[config.mk]
export PLATFORM = sky130hd
export DESIGN_NAME = goi_top
export DESIGN_NICKNAME = d
export VERILOG_FILES = /design/src/hw/goi_pkg.sv /design/src/hw/goi_top.sv /design/src/hw/goi_hung_det.sv
export SDC_FILE = /design/constraint.sdc
export NUM_CORES = 1
export LEC_CHECK = 0
export BUFFER_PORTS_ARGS = -buffer_cell sky130_fd_sc_hd__buf_2
export CORE_ASPECT_RATIO = 1.5
export CORE_UTILIZATION = 50
export CTS_BUF_LIST = sky130_fd_sc_hd__clkbuf_8
export CTS_CLUSTER_SIZE = 14
export DETAILED_ROUTE_END_ITERATION = 10
export PLACE_DENSITY_LB_ADDON = 0.3
export REMOVE_ABC_BUFFERS = 1
export SLEW_MARGIN = 20
export SYNTH_ARGS = -nofsm -noshare
export SYNTH_HDL_FRONTEND = slang
export SYNTH_HIERARCHICAL = 1
export SYNTH_SLANG_ARGS = --single-unit
export TNS_END_PERCENT = 50
[constraint.sdc]
create_clock -name ref_clk -period 3.25 [get_ports ref_clk]
set_input_delay 0.1625 -clock ref_clk [delete_from_list [all_inputs] [get_ports ref_clk]]
set_output_delay 0.1625 -clock ref_clk [all_outputs]
set_load 0.01 [all_outputs]
[src/hw/goi_pkg.sv]
// Package of constants for the graphics option interface
package goi_pkg;
   // Physical windows decoded on the processor side
   localparam logic [31:0] MAIN_BASE = 32'h2800_0000;
   localparam logic [31:0] MAIN_LAST = 32'h29FF_FFFF;
   localparam logic [31:0] DAC_BASE = 32'h2A00_0000;
   localparam logic [31:0] DAC_LAST = 32'h2A00_003C;
   localparam logic [31:0] ROM_BASE = 32'h2A10_0000;
   localparam logic [31:0] ROM_LAST = 32'h2A17_FFFF;
   // Quadword stride of the diagnostic ROM
   localparam int ROM_STRIDE_SHIFT = 3;
   localparam int ROM_ADDR_W = 16;
   // APB control register offsets
   localparam logic [11:0] OFF_INT_STATUS = 12'h000;
   localparam logic [11:0] OFF_INT_ENABLE = 12'h004;
   localparam logic [11:0] OFF_INT_CLEAR = 12'h008;
   localparam logic [11:0] OFF_MASK = 12'h00C;
   localparam logic [11:0] OFF_IO_RESET = 12'h010;
   localparam logic [11:0] OFF_CONFIG = 12'h014;
   localparam logic [11:0] OFF_DIAG = 12'h018;
   localparam logic [11:0] OFF_WIN_ADDR = 12'h01C;
   localparam logic [11:0] OFF_WIN_DATA = 12'h020;
   localparam logic [11:0] OFF_WIN_STAT = 12'h024;
   // Field positions
   localparam int DIAG_SCAN_BIT = 31;
   localparam int DIAG_TMO_BIT = 30;
   localparam int DIAG_OSC_BIT = 17;
   localparam int MASK_GFX_BIT = 0;
   localparam int IORST_GFX_BIT = 0;
   localparam int CFG_LOWCOST_BIT = 0;
   localparam int CFG_HIPERF_BIT = 1;
   // Interrupt status layout
   localparam int EV_GFX = 0;
   localparam int EV_TMO = 1;
   localparam int EV_BADWIN = 2;
   localparam int NUM_EV = 3;
   // Reset values
   localparam logic [31:0] RST_ZERO = 32'h0000_0000;
   // Refresh pulses with strobe low that flag a hung cycle
   localparam logic [1:0] HUNG_REFRESH_COUNT = 2'h2;
   // Graphics reset pulse length in cycles
   localparam logic [3:0] GFX_RST_CYCLES = 4'h8;
   // Window kinds
   typedef enum logic [1:0] {
      GOI_WIN_NONE,
      GOI_WIN_MAIN,
      GOI_WIN_DAC,
      GOI_WIN_ROM
   } goi_win_t;
endpackage

[src/hw/goi_top.sv]
// Graphics option interface: window decode, diag register, interrupt and reset
//
// Local design decisions: the APB register port and the register addresses.
`timescale 1ns/1ps
module goi_top #(
   parameter int ROM_DEPTH = 256
) (
   input wire logic ref_clk,
   input wire logic sys_rst,
   // APB slave
   input wire logic psel,
   input wire logic penable,
   input wire logic pwrite,
   input wire logic [11:0] paddr,
   input wire logic [31:0] pwdata,
   output logic [31:0] prdata,
   output logic pready,
   output logic pslverr,
   // Module side
   input wire logic low_cost_graphics_module,
   input wire logic high_perf_graphics_module,
   input wire logic gfx_irq_req,
   input wire logic scan_test_bit,
   input wire logic osc_select,
   input wire logic bus_data_strobe_n,
   input wire logic refresh_pulse,
   // Direct processor bus access to the module
   output logic io_req,
   output logic io_write,
   output logic [31:0] io_addr,
   output logic [31:0] io_wdata,
   input wire logic io_ack,
   input wire logic [31:0] io_rdata,
   // System outputs
   output logic gfx_reset,
   output logic irq
);
   localparam int RA_W = $clog2(ROM_DEPTH);

   typedef enum logic [1:0] {
      GOI_IDLE,
      GOI_BUS,
      GOI_DONE
   } goi_state_t;

   typedef struct packed {
      goi_state_t st;
      logic [31:0] rdata;
      logic ready;
      logic err;
      logic [goi_pkg::NUM_EV-1:0] status;
      logic [goi_pkg::NUM_EV-1:0] enable;
      logic mask_gfx;
      logic [3:0] rst_cnt;
      logic gfx_reset;
      logic irq;
      logic [31:0] win_addr;
      logic io_req;
      logic io_write;
      logic [31:0] io_wdata;
      logic timeout;
      logic osc;
      logic scan;
      logic [15:0] rom_word;
   } goi_state_s_t;

   goi_state_s_t s_q, s_d;

   logic [15:0] rom_mem [ROM_DEPTH];
   logic hung;
   goi_pkg::goi_win_t win;
   logic [RA_W-1:0] rom_idx;

   // Window decode of a physical address
   function automatic goi_pkg::goi_win_t win_of(input logic [31:0] a);
      if (a >= goi_pkg::MAIN_BASE && a <= goi_pkg::MAIN_LAST) begin
         return goi_pkg::GOI_WIN_MAIN;
      end else if (a >= goi_pkg::DAC_BASE && a <= goi_pkg::DAC_LAST) begin
         return goi_pkg::GOI_WIN_DAC;
      end else if (a >= goi_pkg::ROM_BASE && a <= goi_pkg::ROM_LAST) begin
         return goi_pkg::GOI_WIN_ROM;
      end else begin
         return goi_pkg::GOI_WIN_NONE;
      end
   endfunction

   // Diagnostic ROM image, cleared to a blank pattern
   initial begin
      for (int i = 0; i < ROM_DEPTH; i++) begin
         rom_mem[i] = 16'h0000;
      end
   end

   goi_hung_det u_hung (
      .ref_clk(ref_clk),
      .sys_rst(sys_rst),
      .bus_data_strobe_n(bus_data_strobe_n),
      .refresh_pulse(refresh_pulse),
      .hung_pulse(hung)
   );

   assign win = win_of(s_q.win_addr);
   // One word per quadword: address bits below the stride are dropped
   assign rom_idx = RA_W'(s_q.win_addr >> goi_pkg::ROM_STRIDE_SHIFT);

   always_comb begin
      logic setup;
      logic [goi_pkg::NUM_EV-1:0] ev;
      logic [goi_pkg::NUM_EV-1:0] clr;
      setup = psel && !penable;
      ev = '0;
      clr = '0;
      s_d = s_q;
      s_d.ready = 1'b0;
      s_d.err = 1'b0;
      s_d.scan = scan_test_bit;
      s_d.osc = osc_select;
      s_d.rom_word = rom_mem[rom_idx];
      ev[goi_pkg::EV_GFX] = gfx_irq_req;
      ev[goi_pkg::EV_TMO] = hung;
      if (hung) begin
         s_d.timeout = 1'b1;
      end
      if (s_q.rst_cnt != 4'h0) begin
         s_d.rst_cnt = s_q.rst_cnt - 4'h1;
      end
      s_d.gfx_reset = (s_d.rst_cnt != 4'h0);
      case (s_q.st)
         GOI_IDLE: begin
            if (setup) begin
               s_d.st = GOI_BUS;
            end
         end
         GOI_BUS: begin
            if (!pwrite && paddr == goi_pkg::OFF_WIN_DATA && win != goi_pkg::GOI_WIN_ROM &&
                win != goi_pkg::GOI_WIN_NONE) begin
               // Direct read through the module window
               if (!s_q.io_req && !io_ack) begin
                  s_d.io_req = 1'b1;
                  s_d.io_write = 1'b0;
               end else if (io_ack) begin
                  s_d.io_req = 1'b0;
                  s_d.rdata = io_rdata;
                  s_d.ready = 1'b1;
                  s_d.st = GOI_DONE;
               end
            end else if (pwrite && paddr == goi_pkg::OFF_WIN_DATA &&
                         win != goi_pkg::GOI_WIN_ROM && win != goi_pkg::GOI_WIN_NONE) begin
               // Direct write through the module window
               if (!s_q.io_req && !io_ack) begin
                  s_d.io_req = 1'b1;
                  s_d.io_write = 1'b1;
                  s_d.io_wdata = pwdata;
               end else if (io_ack) begin
                  s_d.io_req = 1'b0;
                  s_d.ready = 1'b1;
                  s_d.st = GOI_DONE;
               end
            end else begin
               s_d.ready = 1'b1;
               s_d.st = GOI_DONE;
               if (pwrite) begin
                  if (paddr == goi_pkg::OFF_INT_ENABLE) begin
                     s_d.enable = pwdata[goi_pkg::NUM_EV-1:0];
                  end else if (paddr == goi_pkg::OFF_INT_CLEAR) begin
                     clr = pwdata[goi_pkg::NUM_EV-1:0];
                     if (pwdata[goi_pkg::EV_TMO]) begin
                        s_d.timeout = hung;
                     end
                  end else if (paddr == goi_pkg::OFF_MASK) begin
                     s_d.mask_gfx = pwdata[goi_pkg::MASK_GFX_BIT];
                  end else if (paddr == goi_pkg::OFF_IO_RESET) begin
                     if (pwdata[goi_pkg::IORST_GFX_BIT]) begin
                        s_d.rst_cnt = goi_pkg::GFX_RST_CYCLES;
                        s_d.gfx_reset = 1'b1;
                     end
                  end else if (paddr == goi_pkg::OFF_WIN_ADDR) begin
                     s_d.win_addr = pwdata;
                  end else if (paddr == goi_pkg::OFF_WIN_DATA) begin
                     s_d.err = 1'b1;
                     ev[goi_pkg::EV_BADWIN] = 1'b1;
                  end else if (paddr == goi_pkg::OFF_INT_STATUS ||
                               paddr == goi_pkg::OFF_CONFIG || paddr == goi_pkg::OFF_DIAG ||
                               paddr == goi_pkg::OFF_WIN_STAT) begin
                     s_d.err = 1'b0;
                  end else begin
                     s_d.err = 1'b1;
                  end
               end else begin
                  s_d.rdata = goi_pkg::RST_ZERO;
                  if (paddr == goi_pkg::OFF_INT_STATUS) begin
                     s_d.rdata[goi_pkg::NUM_EV-1:0] = s_q.status;
                  end else if (paddr == goi_pkg::OFF_INT_ENABLE) begin
                     s_d.rdata[goi_pkg::NUM_EV-1:0] = s_q.enable;
                  end else if (paddr == goi_pkg::OFF_INT_CLEAR) begin
                     s_d.rdata = goi_pkg::RST_ZERO;
                  end else if (paddr == goi_pkg::OFF_MASK) begin
                     s_d.rdata[goi_pkg::MASK_GFX_BIT] = s_q.mask_gfx;
                  end else if (paddr == goi_pkg::OFF_IO_RESET) begin
                     s_d.rdata[goi_pkg::IORST_GFX_BIT] = s_q.gfx_reset;
                  end else if (paddr == goi_pkg::OFF_CONFIG) begin
                     s_d.rdata[goi_pkg::CFG_LOWCOST_BIT] = low_cost_graphics_module;
                     s_d.rdata[goi_pkg::CFG_HIPERF_BIT] = high_perf_graphics_module;
                  end else if (paddr == goi_pkg::OFF_DIAG) begin
                     // Reserved bits stay zero
                     s_d.rdata[goi_pkg::DIAG_SCAN_BIT] = s_q.scan;
                     s_d.rdata[goi_pkg::DIAG_TMO_BIT] = s_q.timeout;
                     s_d.rdata[goi_pkg::DIAG_OSC_BIT] = s_q.osc;
                     s_d.rdata[15:0] = s_q.rom_word;
                  end else if (paddr == goi_pkg::OFF_WIN_ADDR) begin
                     s_d.rdata = s_q.win_addr;
                  end else if (paddr == goi_pkg::OFF_WIN_DATA) begin
                     if (win == goi_pkg::GOI_WIN_ROM) begin
                        s_d.rdata[15:0] = s_q.rom_word;
                     end else begin
                        s_d.err = 1'b1;
                        ev[goi_pkg::EV_BADWIN] = 1'b1;
                     end
                  end else if (paddr == goi_pkg::OFF_WIN_STAT) begin
                     s_d.rdata[1:0] = win;
                  end else begin
                     s_d.err = 1'b1;
                  end
               end
            end
         end
         GOI_DONE: begin
            s_d.st = GOI_IDLE;
         end
         default: begin
            s_d.st = GOI_IDLE;
         end
      endcase
      // Set wins over clear
      s_d.status = (s_q.status & ~clr) | ev;
      // Graphics source passes only with its mask bit open
      s_d.irq = |(s_d.status & s_d.enable & {{(goi_pkg::NUM_EV-1){1'b1}}, s_d.mask_gfx});
   end

   always_ff @(posedge ref_clk) begin
      if (sys_rst) begin
         s_q <= '0;
      end else begin
         s_q <= s_d;
      end
   end

   assign prdata = s_q.rdata;
   assign pready = s_q.ready;
   assign pslverr = s_q.err;
   assign io_req = s_q.io_req;
   assign io_write = s_q.io_write;
   assign io_addr = s_q.win_addr;
   assign io_wdata = s_q.io_wdata;
   assign gfx_reset = s_q.gfx_reset;
   assign irq = s_q.irq;

   a_mask_gate: assert property (@(posedge ref_clk) disable iff (sys_rst)
      (!s_q.mask_gfx && s_q.status == 3'b001) |-> !irq)
      else $error("Masked graphics interrupt reached irq");
   a_rst_pulse: assert property (@(posedge ref_clk) disable iff (sys_rst)
      (s_q.st == GOI_BUS && psel && penable && pwrite && paddr == goi_pkg::OFF_IO_RESET &&
       pwdata[0]) |=> gfx_reset [*8])
      else $error("Graphics reset pulse too short");
   a_cfg_bits: assert property (@(posedge ref_clk) disable iff (sys_rst)
      (pready && !pwrite && paddr == goi_pkg::OFF_CONFIG) |->
      prdata[1:0] == $past({high_perf_graphics_module, low_cost_graphics_module}))
      else $error("Config bits wrong");
   a_scan_bit: assert property (@(posedge ref_clk) disable iff (sys_rst)
      (pready && !pwrite && paddr == goi_pkg::OFF_DIAG) |-> prdata[31] == $past(scan_test_bit, 2))
      else $error("Scan bit wrong");
   a_tmo_set: assert property (@(posedge ref_clk) disable iff (sys_rst)
      hung |=> s_q.timeout && s_q.status[goi_pkg::EV_TMO])
      else $error("Timeout flag not set");
   a_osc_bit: assert property (@(posedge ref_clk) disable iff (sys_rst)
      (pready && !pwrite && paddr == goi_pkg::OFF_DIAG) |-> prdata[17] == $past(osc_select, 2))
      else $error("Oscillator bit wrong");
   a_rsvd_zero: assert property (@(posedge ref_clk) disable iff (sys_rst)
      (pready && !pwrite && paddr == goi_pkg::OFF_DIAG) |-> prdata[29:18] == 12'h000 && !prdata[16])
      else $error("Reserved diag bits not zero");
   a_win_main: assert property (@(posedge ref_clk) disable iff (sys_rst)
      (s_q.win_addr == goi_pkg::MAIN_LAST) |-> win == goi_pkg::GOI_WIN_MAIN)
      else $error("Main window decode wrong");
   a_win_dac: assert property (@(posedge ref_clk) disable iff (sys_rst)
      (s_q.win_addr == 32'h2A00_0040) |-> win == goi_pkg::GOI_WIN_NONE)
      else $error("Palette window too wide");
   a_no_dma: assert property (@(posedge ref_clk) disable iff (sys_rst)
      $rose(io_req) |-> $past(psel && penable))
      else $error("Module access without processor request");
   a_irq_gfx: assert property (@(posedge ref_clk) disable iff (sys_rst)
      (s_q.status[goi_pkg::EV_GFX] && s_q.enable[goi_pkg::EV_GFX] && s_q.mask_gfx) |-> irq)
      else $error("Open graphics interrupt missing on irq");
   a_irq_quiet: assert property (@(posedge ref_clk) disable iff (sys_rst)
      ((s_q.status & s_q.enable) == 3'b000) |-> !irq)
      else $error("Interrupt raised with no enabled source");
   a_gfx_event: assert property (@(posedge ref_clk) disable iff (sys_rst)
      gfx_irq_req |=> s_q.status[goi_pkg::EV_GFX])
      else $error("Graphics request not latched");
   a_rst_count: assert property (@(posedge ref_clk) disable iff (sys_rst)
      gfx_reset == (s_q.rst_cnt != 4'h0))
      else $error("Graphics reset out of step with its counter");
   a_cfg_upper: assert property (@(posedge ref_clk) disable iff (sys_rst)
      (pready && !pwrite && paddr == goi_pkg::OFF_CONFIG) |-> prdata[31:2] == 30'h0000_0000)
      else $error("Config upper bits not zero");
   a_tmo_read: assert property (@(posedge ref_clk) disable iff (sys_rst)
      (pready && !pwrite && paddr == goi_pkg::OFF_DIAG) |-> prdata[30] == $past(s_q.timeout))
      else $error("Timeout bit read wrong");
   a_diag_rom: assert property (@(posedge ref_clk) disable iff (sys_rst)
      (pready && !pwrite && paddr == goi_pkg::OFF_DIAG) |-> prdata[15:0] == $past(s_q.rom_word))
      else $error("Diag ROM field read wrong");
   a_win_main_lo: assert property (@(posedge ref_clk) disable iff (sys_rst)
      (s_q.win_addr == 32'h27FF_FFFC) |-> win == goi_pkg::GOI_WIN_NONE)
      else $error("Main window starts too low");
   a_win_dac_lo: assert property (@(posedge ref_clk) disable iff (sys_rst)
      (s_q.win_addr == goi_pkg::DAC_BASE) |-> win == goi_pkg::GOI_WIN_DAC)
      else $error("Palette window base not decoded");
   a_win_rom: assert property (@(posedge ref_clk) disable iff (sys_rst)
      (s_q.win_addr == goi_pkg::ROM_BASE) |-> win == goi_pkg::GOI_WIN_ROM)
      else $error("ROM window base not decoded");
   a_win_rom_end: assert property (@(posedge ref_clk) disable iff (sys_rst)
      (s_q.win_addr == 32'h2A18_0000) |-> win == goi_pkg::GOI_WIN_NONE)
      else $error("ROM window too wide");
   a_rom_word: assert property (@(posedge ref_clk) disable iff (sys_rst)
      (pready && !pwrite && paddr == goi_pkg::OFF_WIN_DATA && win == goi_pkg::GOI_WIN_ROM) |->
      prdata[31:16] == 16'h0000 && !pslverr)
      else $error("ROM word not a clean 16-bit read");
   a_rom_no_write: assert property (@(posedge ref_clk) disable iff (sys_rst)
      (pready && pwrite && paddr == goi_pkg::OFF_WIN_DATA && win == goi_pkg::GOI_WIN_ROM) |->
      pslverr)
      else $error("ROM window write not refused");
   a_io_hold: assert property (@(posedge ref_clk) disable iff (sys_rst)
      (io_req && !io_ack) |=> io_req)
      else $error("Module request dropped before answer");
   a_io_ack_done: assert property (@(posedge ref_clk) disable iff (sys_rst)
      (io_req && io_ack) |=> !io_req && pready)
      else $error("Module answer not passed to the bus");
endmodule // goi_top

[src/hw/goi_hung_det.sv]
// Hung-cycle detector counting refresh pulses under a low data strobe
`timescale 1ns/1ps
module goi_hung_det (
   input wire logic ref_clk,
   input wire logic sys_rst,
   input wire logic bus_data_strobe_n,
   input wire logic refresh_pulse,
   output logic hung_pulse
);
   typedef struct packed {
      logic [1:0] cnt;
      logic fired;
   } goi_hd_t;
   goi_hd_t s_q, s_d;

   always_comb begin
      s_d = s_q;
      if (bus_data_strobe_n) begin
         s_d.cnt = 2'h0;
         s_d.fired = 1'b0;
      end else if (refresh_pulse && !s_q.fired) begin
         // Second refresh with strobe still low flags the hang
         if (s_q.cnt + 2'h1 == goi_pkg::HUNG_REFRESH_COUNT) begin
            s_d.fired = 1'b1;
         end
         s_d.cnt = s_q.cnt + 2'h1;
      end
   end

   always_ff @(posedge ref_clk) begin
      if (sys_rst) begin
         s_q <= '0;
      end else begin
         s_q <= s_d;
      end
   end

   assign hung_pulse = s_d.fired && !s_q.fired;
endmodule // goi_hung_det

[Word level (Yosys, flattened, before mapping)]
Index checks and enable logic that the tools add are counted.
Storage, ports and cells
  bits in registers: 137
  input port bits: 89
  word-level logic and storage cells: 224
Operators by class
  add/subtract/negate cells: 2
  order comparisons: 6
  eq/ne operators: 22
  mux-type cells: 125
  bitwise logic cells: 12
  reductions and logical operators: 37
Operators by type and width (number)
  $mux 16: 18
  $mux 35: 3
  $ge 32x30->1 const B: 3
  $le 32x30->1 const B: 3
  $mux 32: 3
  $mux 31: 2
  $mux 1: 60
  $mux 29: 2
  $eq 12x5->1 const B: 4
  $mux 9: 4
  $mux 34: 1
  $mux 33: 1
  $mux 30: 1
  $mux 3: 9
  $eq 12x4->1 const B: 2
  $eq 12x6->1 const B: 2
  $mux 2: 12
  $mux 5: 3
  $mux 14: 1
  $logic_and 1x1->1: 13
  $eq 12x3->1 const B: 1
  $logic_not 12->1: 1
  $mux 12: 1
  $mux 6: 2
  26 further kinds: 52

[Logic depth before layout (Yosys ltp)]
  depth in word-level cells: 34
  mapped depth: 10
  mapped depth without buffers: 7

[By module]
Netlist, hierarchy kept.
By module, submodules not included
  goi_top: instances 1, cells an instance 725, area each 5740.5 um2, sequential area each 2362.3 um2
  goi_hung_det: instances 1, cells an instance 13, area each 145.1 um2, sequential area each 60.1 um2

[Worst setup path after synthesis]
No wires, ideal clock.
  kind: reg-to-reg
  start point: register s_q (netlist bit io_addr[9])
  end point: register s_q (netlist bit io_wdata[2])
  setup time: 0.132 ns
  arrival: 2.296 ns
  required time: 3.118 ns
  setup slack: 0.821 ns
  stages on the path, launching flop included: 10
  path buffers: 2
  clock period less this slack: 2.429 ns
  path through: dfxtp_1 > nand4_1 > or4_4 > o41ai_4 > a22oi_2 > or3_1 > buf_2 > buf_6 > nand2_1 > a21oi_1
Between the ends
  word-level cells in the longest chain between the ends: 10
  elaborated cells on any way between the ends: 20
  those cells by class: order compare (6); eq/ne (1); mux (3); bitwise (1); reduce/logical (9)
RTL lines
  start: declaration: RTL line goi_top.sv:67  | goi_state_s_t s_q, s_d;
  start signal: assignment: RTL line goi_top.sv:242  | s_q <= '0;
  start signal: assignment: RTL line goi_top.sv:244  | s_q <= s_d;
  $ge 32x30->1 or $le 32x30->1 (tied branches): RTL line goi_top.sv:80  | end else if (a >= goi_pkg::ROM_BASE && a <= goi_pkg::ROM_LAST) begin
  $logic_and 1x1->1: RTL line goi_top.sv:80
  $mux 2: RTL line goi_top.sv:80
  $mux 2: RTL line goi_top.sv:78  | end else if (a >= goi_pkg::DAC_BASE && a <= goi_pkg::DAC_LAST) begin
  $mux 2 *: RTL line goi_top.sv:76  | if (a >= goi_pkg::MAIN_BASE && a <= goi_pkg::MAIN_LAST) begin
  $ne 2x2->1: RTL line goi_top.sv:135, goi_top.sv:148
  $logic_and 1x1->1 (2 in a row): RTL line goi_top.sv:135  | if (!pwrite && paddr == goi_pkg::OFF_WIN_DATA && win != goi_pkg::GOI_WIN_ROM &&
  $not 1->1 (no line)
  $reduce_and 4->1 (no line) *
Mark *: on every way between the ends. The rest lies on a longest branch, timed or not.
A chain may end at the register's enable or synchronous reset.

[Final worst setup path]
  start point: register s_q (netlist bit io_addr[29])
  end point: register s_q (netlist bit io_wdata[30])
The elaborated chain is that of the path after synthesis.

==> results.cfg <==
[synthesis]
netlist_area_mm2 = 0.005886
ys_seq_area_share_pct = 41.16
yosysTopAreaCell = dfxtp_1
synthCells = 738
ys_warn_count = 6
synth_top_cells_by_area = dfxtp_1 41%, buf_4 12%, nand2_1 9.2%
ys_ff_latch = 121
yosys.area.top_type_share_pct = 41.16
synth.distinct_cells = 55
avgSynthCellArea_um2 = 7.975
async_flop_share_pct = 0
ys.flop_type = dfxtp_1
synth-edff-count = 0

[clock_network]
cts.repair.resized = 0
cts_tree = built
cts.clk_slew.worst_paths_ps = 60
clock-sinks = 121
holdBufCountCts = 33
clockBufferDepth = 2
cts_buffers = 17
h-tree-depth = 4
clk-insertion-delay-late_ps = 440
post_cts_buffers = 0
cts_root_buffer = clkbuf_8

[worst_setup_path]
required_ps = 3540
r2r_slack_ps = 480
r2r_cells = 8
cp_max_fo = 32
cp_slowest_cell = nor4b_2
critPathCaptureType = register
startpoint = io_addr[29]$_SDFFE_PP0P_
crit_arrival_ps = 3060
crit_chain = nor4b_2 > nand4_1 > nor4_2 > a22oi_2 > or3_1 > buf_4 > nand2_1 > a21oi_1
timing.rr.start = io_addr[29]$_SDFFE_PP0P_
cp_slowest_stage_delay_ps = 570
r2r-end = io_wdata[30]$_SDFFE_PP0P_
start_kind = register
worstSetupPathType = register to register

[place]
io_buffers = 190
hpwl_um = 11970
gp_congestion = 1.004
place_ws_ps = 516.9
dpl_cell_area_mm2 = 0.006208

[routing]
drt_wl_total_um = 16880
drc = 0
drt_pre_antenna_iters = 5
viasPerCell = 5.536
wl_per_cell_um = 16.65
drt-initial-drc-count = 429
final_antenna_net_count = 0
vias = 5613

[floorplan]
die-area_mm2 = 0.01222
die_h_um = 134.9
num_rows = 48
die_w_um = 90.59
initial_utilization_pct = 51.31
io_pins = 191
core_mm2 = 0.01147

[outcome]
status = finished, final reports clean

[sta]
setup-tns-final_ps = 0
post-route-period-util_pct = 85.09
slew_viol_final = 0
period_needed_ps = 2765
worst_slack_ps = 484.6
worst_pin_slew_ps = 702.5
grt_setup_unrepaired = false
slew-limit-headroom_pct = 53.16
hold_violations = 0
setup_viol = 0
finClkSkew_ps = 10.37
max_freq_mhz = 361.6

[grt]
grt_pass1_vias = 5170
antenna_found_initial = 0
grt_overflow_total = 0
grtUsageTotal_pct = 27.83
grt_pass1_wl_um = 26540
grt_max_degree = 70

[cells_and_area]
multiInputGateArea_mm2 = 0.002529
stdcell_area_mm2 = 0.006932
final_layout_size_suffix_gt1_share_pct = 29.05
finish.utilization_pct = 60.43
nets = 943
antenna_cells = 0
area_growth_pct = 17.77
regArea_mm2 = 0.002422
nFillCells = 1076

[power]
p_leak_nw = 2.927
p_per_area_mw_per_mm2 = 466.3
power_w = 0.003232
irDropWorstVdd_mv = 0.2685

[worst_hold_path]
min_path_type = primary input to register
hold_start = pwdata[1]
hold_path_depth = 3
worstHoldEndpoint = io_wdata[1]$_SDFFE_PP0P_

[flow_run]
cap_violations = 0
[metal layers]
layer / share of wire, % / wire [um] / vias up / global-route usage [%]
li1: - / - / 2684 / -
met1: 40 / 6715 / 2637 / 33.37
met2: 50 / 8413 / 243 / 46.55
met3: 6.7 / 1129 / 49 / 5.743
met4: 3.7 / 624 / 0 / 15.14
met5: 0 / 0 / - / 0
[synthesized netlist by cell type, types with 2 or more instances]
master    count
xnor2_1       3
o211ai_1      2
nor2b_1       6
mux2i_1       7
nor3b_1       3
ha_1          2
or2_2         2
nand4_1      12
nor4_1        6
a221oi_1     27
o21ai_0       4
nand3_1       9
a21oi_1      81
nand2_1     145
buf_2        10
nand2b_1      6
buf_4        96
a211oi_1      7
inv_1         9
mux2_2        3
clkbuf_1     30
buf_6         3
nor4_2        2
nor2_1       64
a31oi_1       3
dfxtp_1     121
nor3_1       44
or3_1         4
[worst max-delay path: cells and delay by family (launching register included)]
family	cells	cell delay, ps
buffers and inverters	1	250
flip-flops	1	450
AND/OR/NAND/NOR	5	1640
AO/OA/AOI/OAI	2	270
[cell usage in the layout, fill, tap and decap left out, types with 2 or more instances in the layout]
master         count
mux2i_1            7
nor4_1             6
nor3b_1            3
nand3_1            9
a21oi_1           81
nor2b_1            6
a221oi_1          27
nor3_1            43
nand4_1           12
bufinv_16          2
nor2_2             3
nand2b_1           6
nand2_1          145
xnor2_1            3
buf_4             12
a31oi_1            3
buf_2            189
dfxtp_1          121
o211ai_1           2
mux2_2             3
nor4_2             2
o21ai_0            4
nor2_1            62
clkinvlp_4         2
or2_2              2
a211oi_1           7
ha_1               2
dlygate4sd3_1     33
inv_1             13
or3_1              4
clkbuf_8          21
[how the worst max path moves through the flow]
stage                                     end  cells past startpoint  slack [ps]
finish              io_wdata[30]$_SDFFE_PP0P_                      8         480
global route        io_wdata[30]$_SDFFE_PP0P_                      8         300
CTS                 io_wdata[30]$_SDFFE_PP0P_                      8         510
detailed placement  io_wdata[30]$_SDFFE_PP0P_                      8         520
global placement    io_wdata[30]$_SDFFE_PP0P_                      8         580
floorplan            io_wdata[0]$_SDFFE_PP0P_                      7         300
[cell type report]
class / instances / area share, %
tap: 150 / 2.708
clock buffer: 21 / 4.170
sequential: 121 / 34.95
multi-input combinational: 469 / 36.48
inverter: 9 / 0.4874
timing repair buffer: 234 / 19.71
clock inverter: 10 / 1.498
[state kept, by name (all words and copies together) (netlist names)]
signal and flops:
io_addr 32, s_q 16, io_req 1, io_wdata 32
pslverr 1, io_write 1, prdata 32, pready 1
irq 1, u_hung/s_q 3, gfx_reset 1
[cells by family after synthesis]
kind of cell	count (synthesis)	synth area share [%]
adders and majority gates	2	0.4251
xor gates and xnor gates	3	0.4465
AOI/OAI and AO/OA	138	15.31
buffers and inverters	148	16.16
muxes	10	1.764
and+or+nand+nor	316	24.74
DFF	121	41.16
[stage by stage]
| stage | cells | hold slack [ps] |
|---|---|---|
| CTS | 1014 | 13.61 |
| finish | 1014 | 24.68 |
| global placement | 950 | 371.3 |
| floorplan | 599 | 231.4 |
| detailed placement | 950 | 383.5 |
| global route | 1014 | 22.85 |
[power breakdown]
group | total, W | switching [W] | leakage, nW | internal, W
registers | 0.00156 | 0.0000308 | 0.979 | 0.00153
clock network | 0.00131 | 0.000568 | 0.209 | 0.000746
logic | 0.000358 | 0.000190 | 1.74 | 0.000169
(Power assumes the default switching activity.)
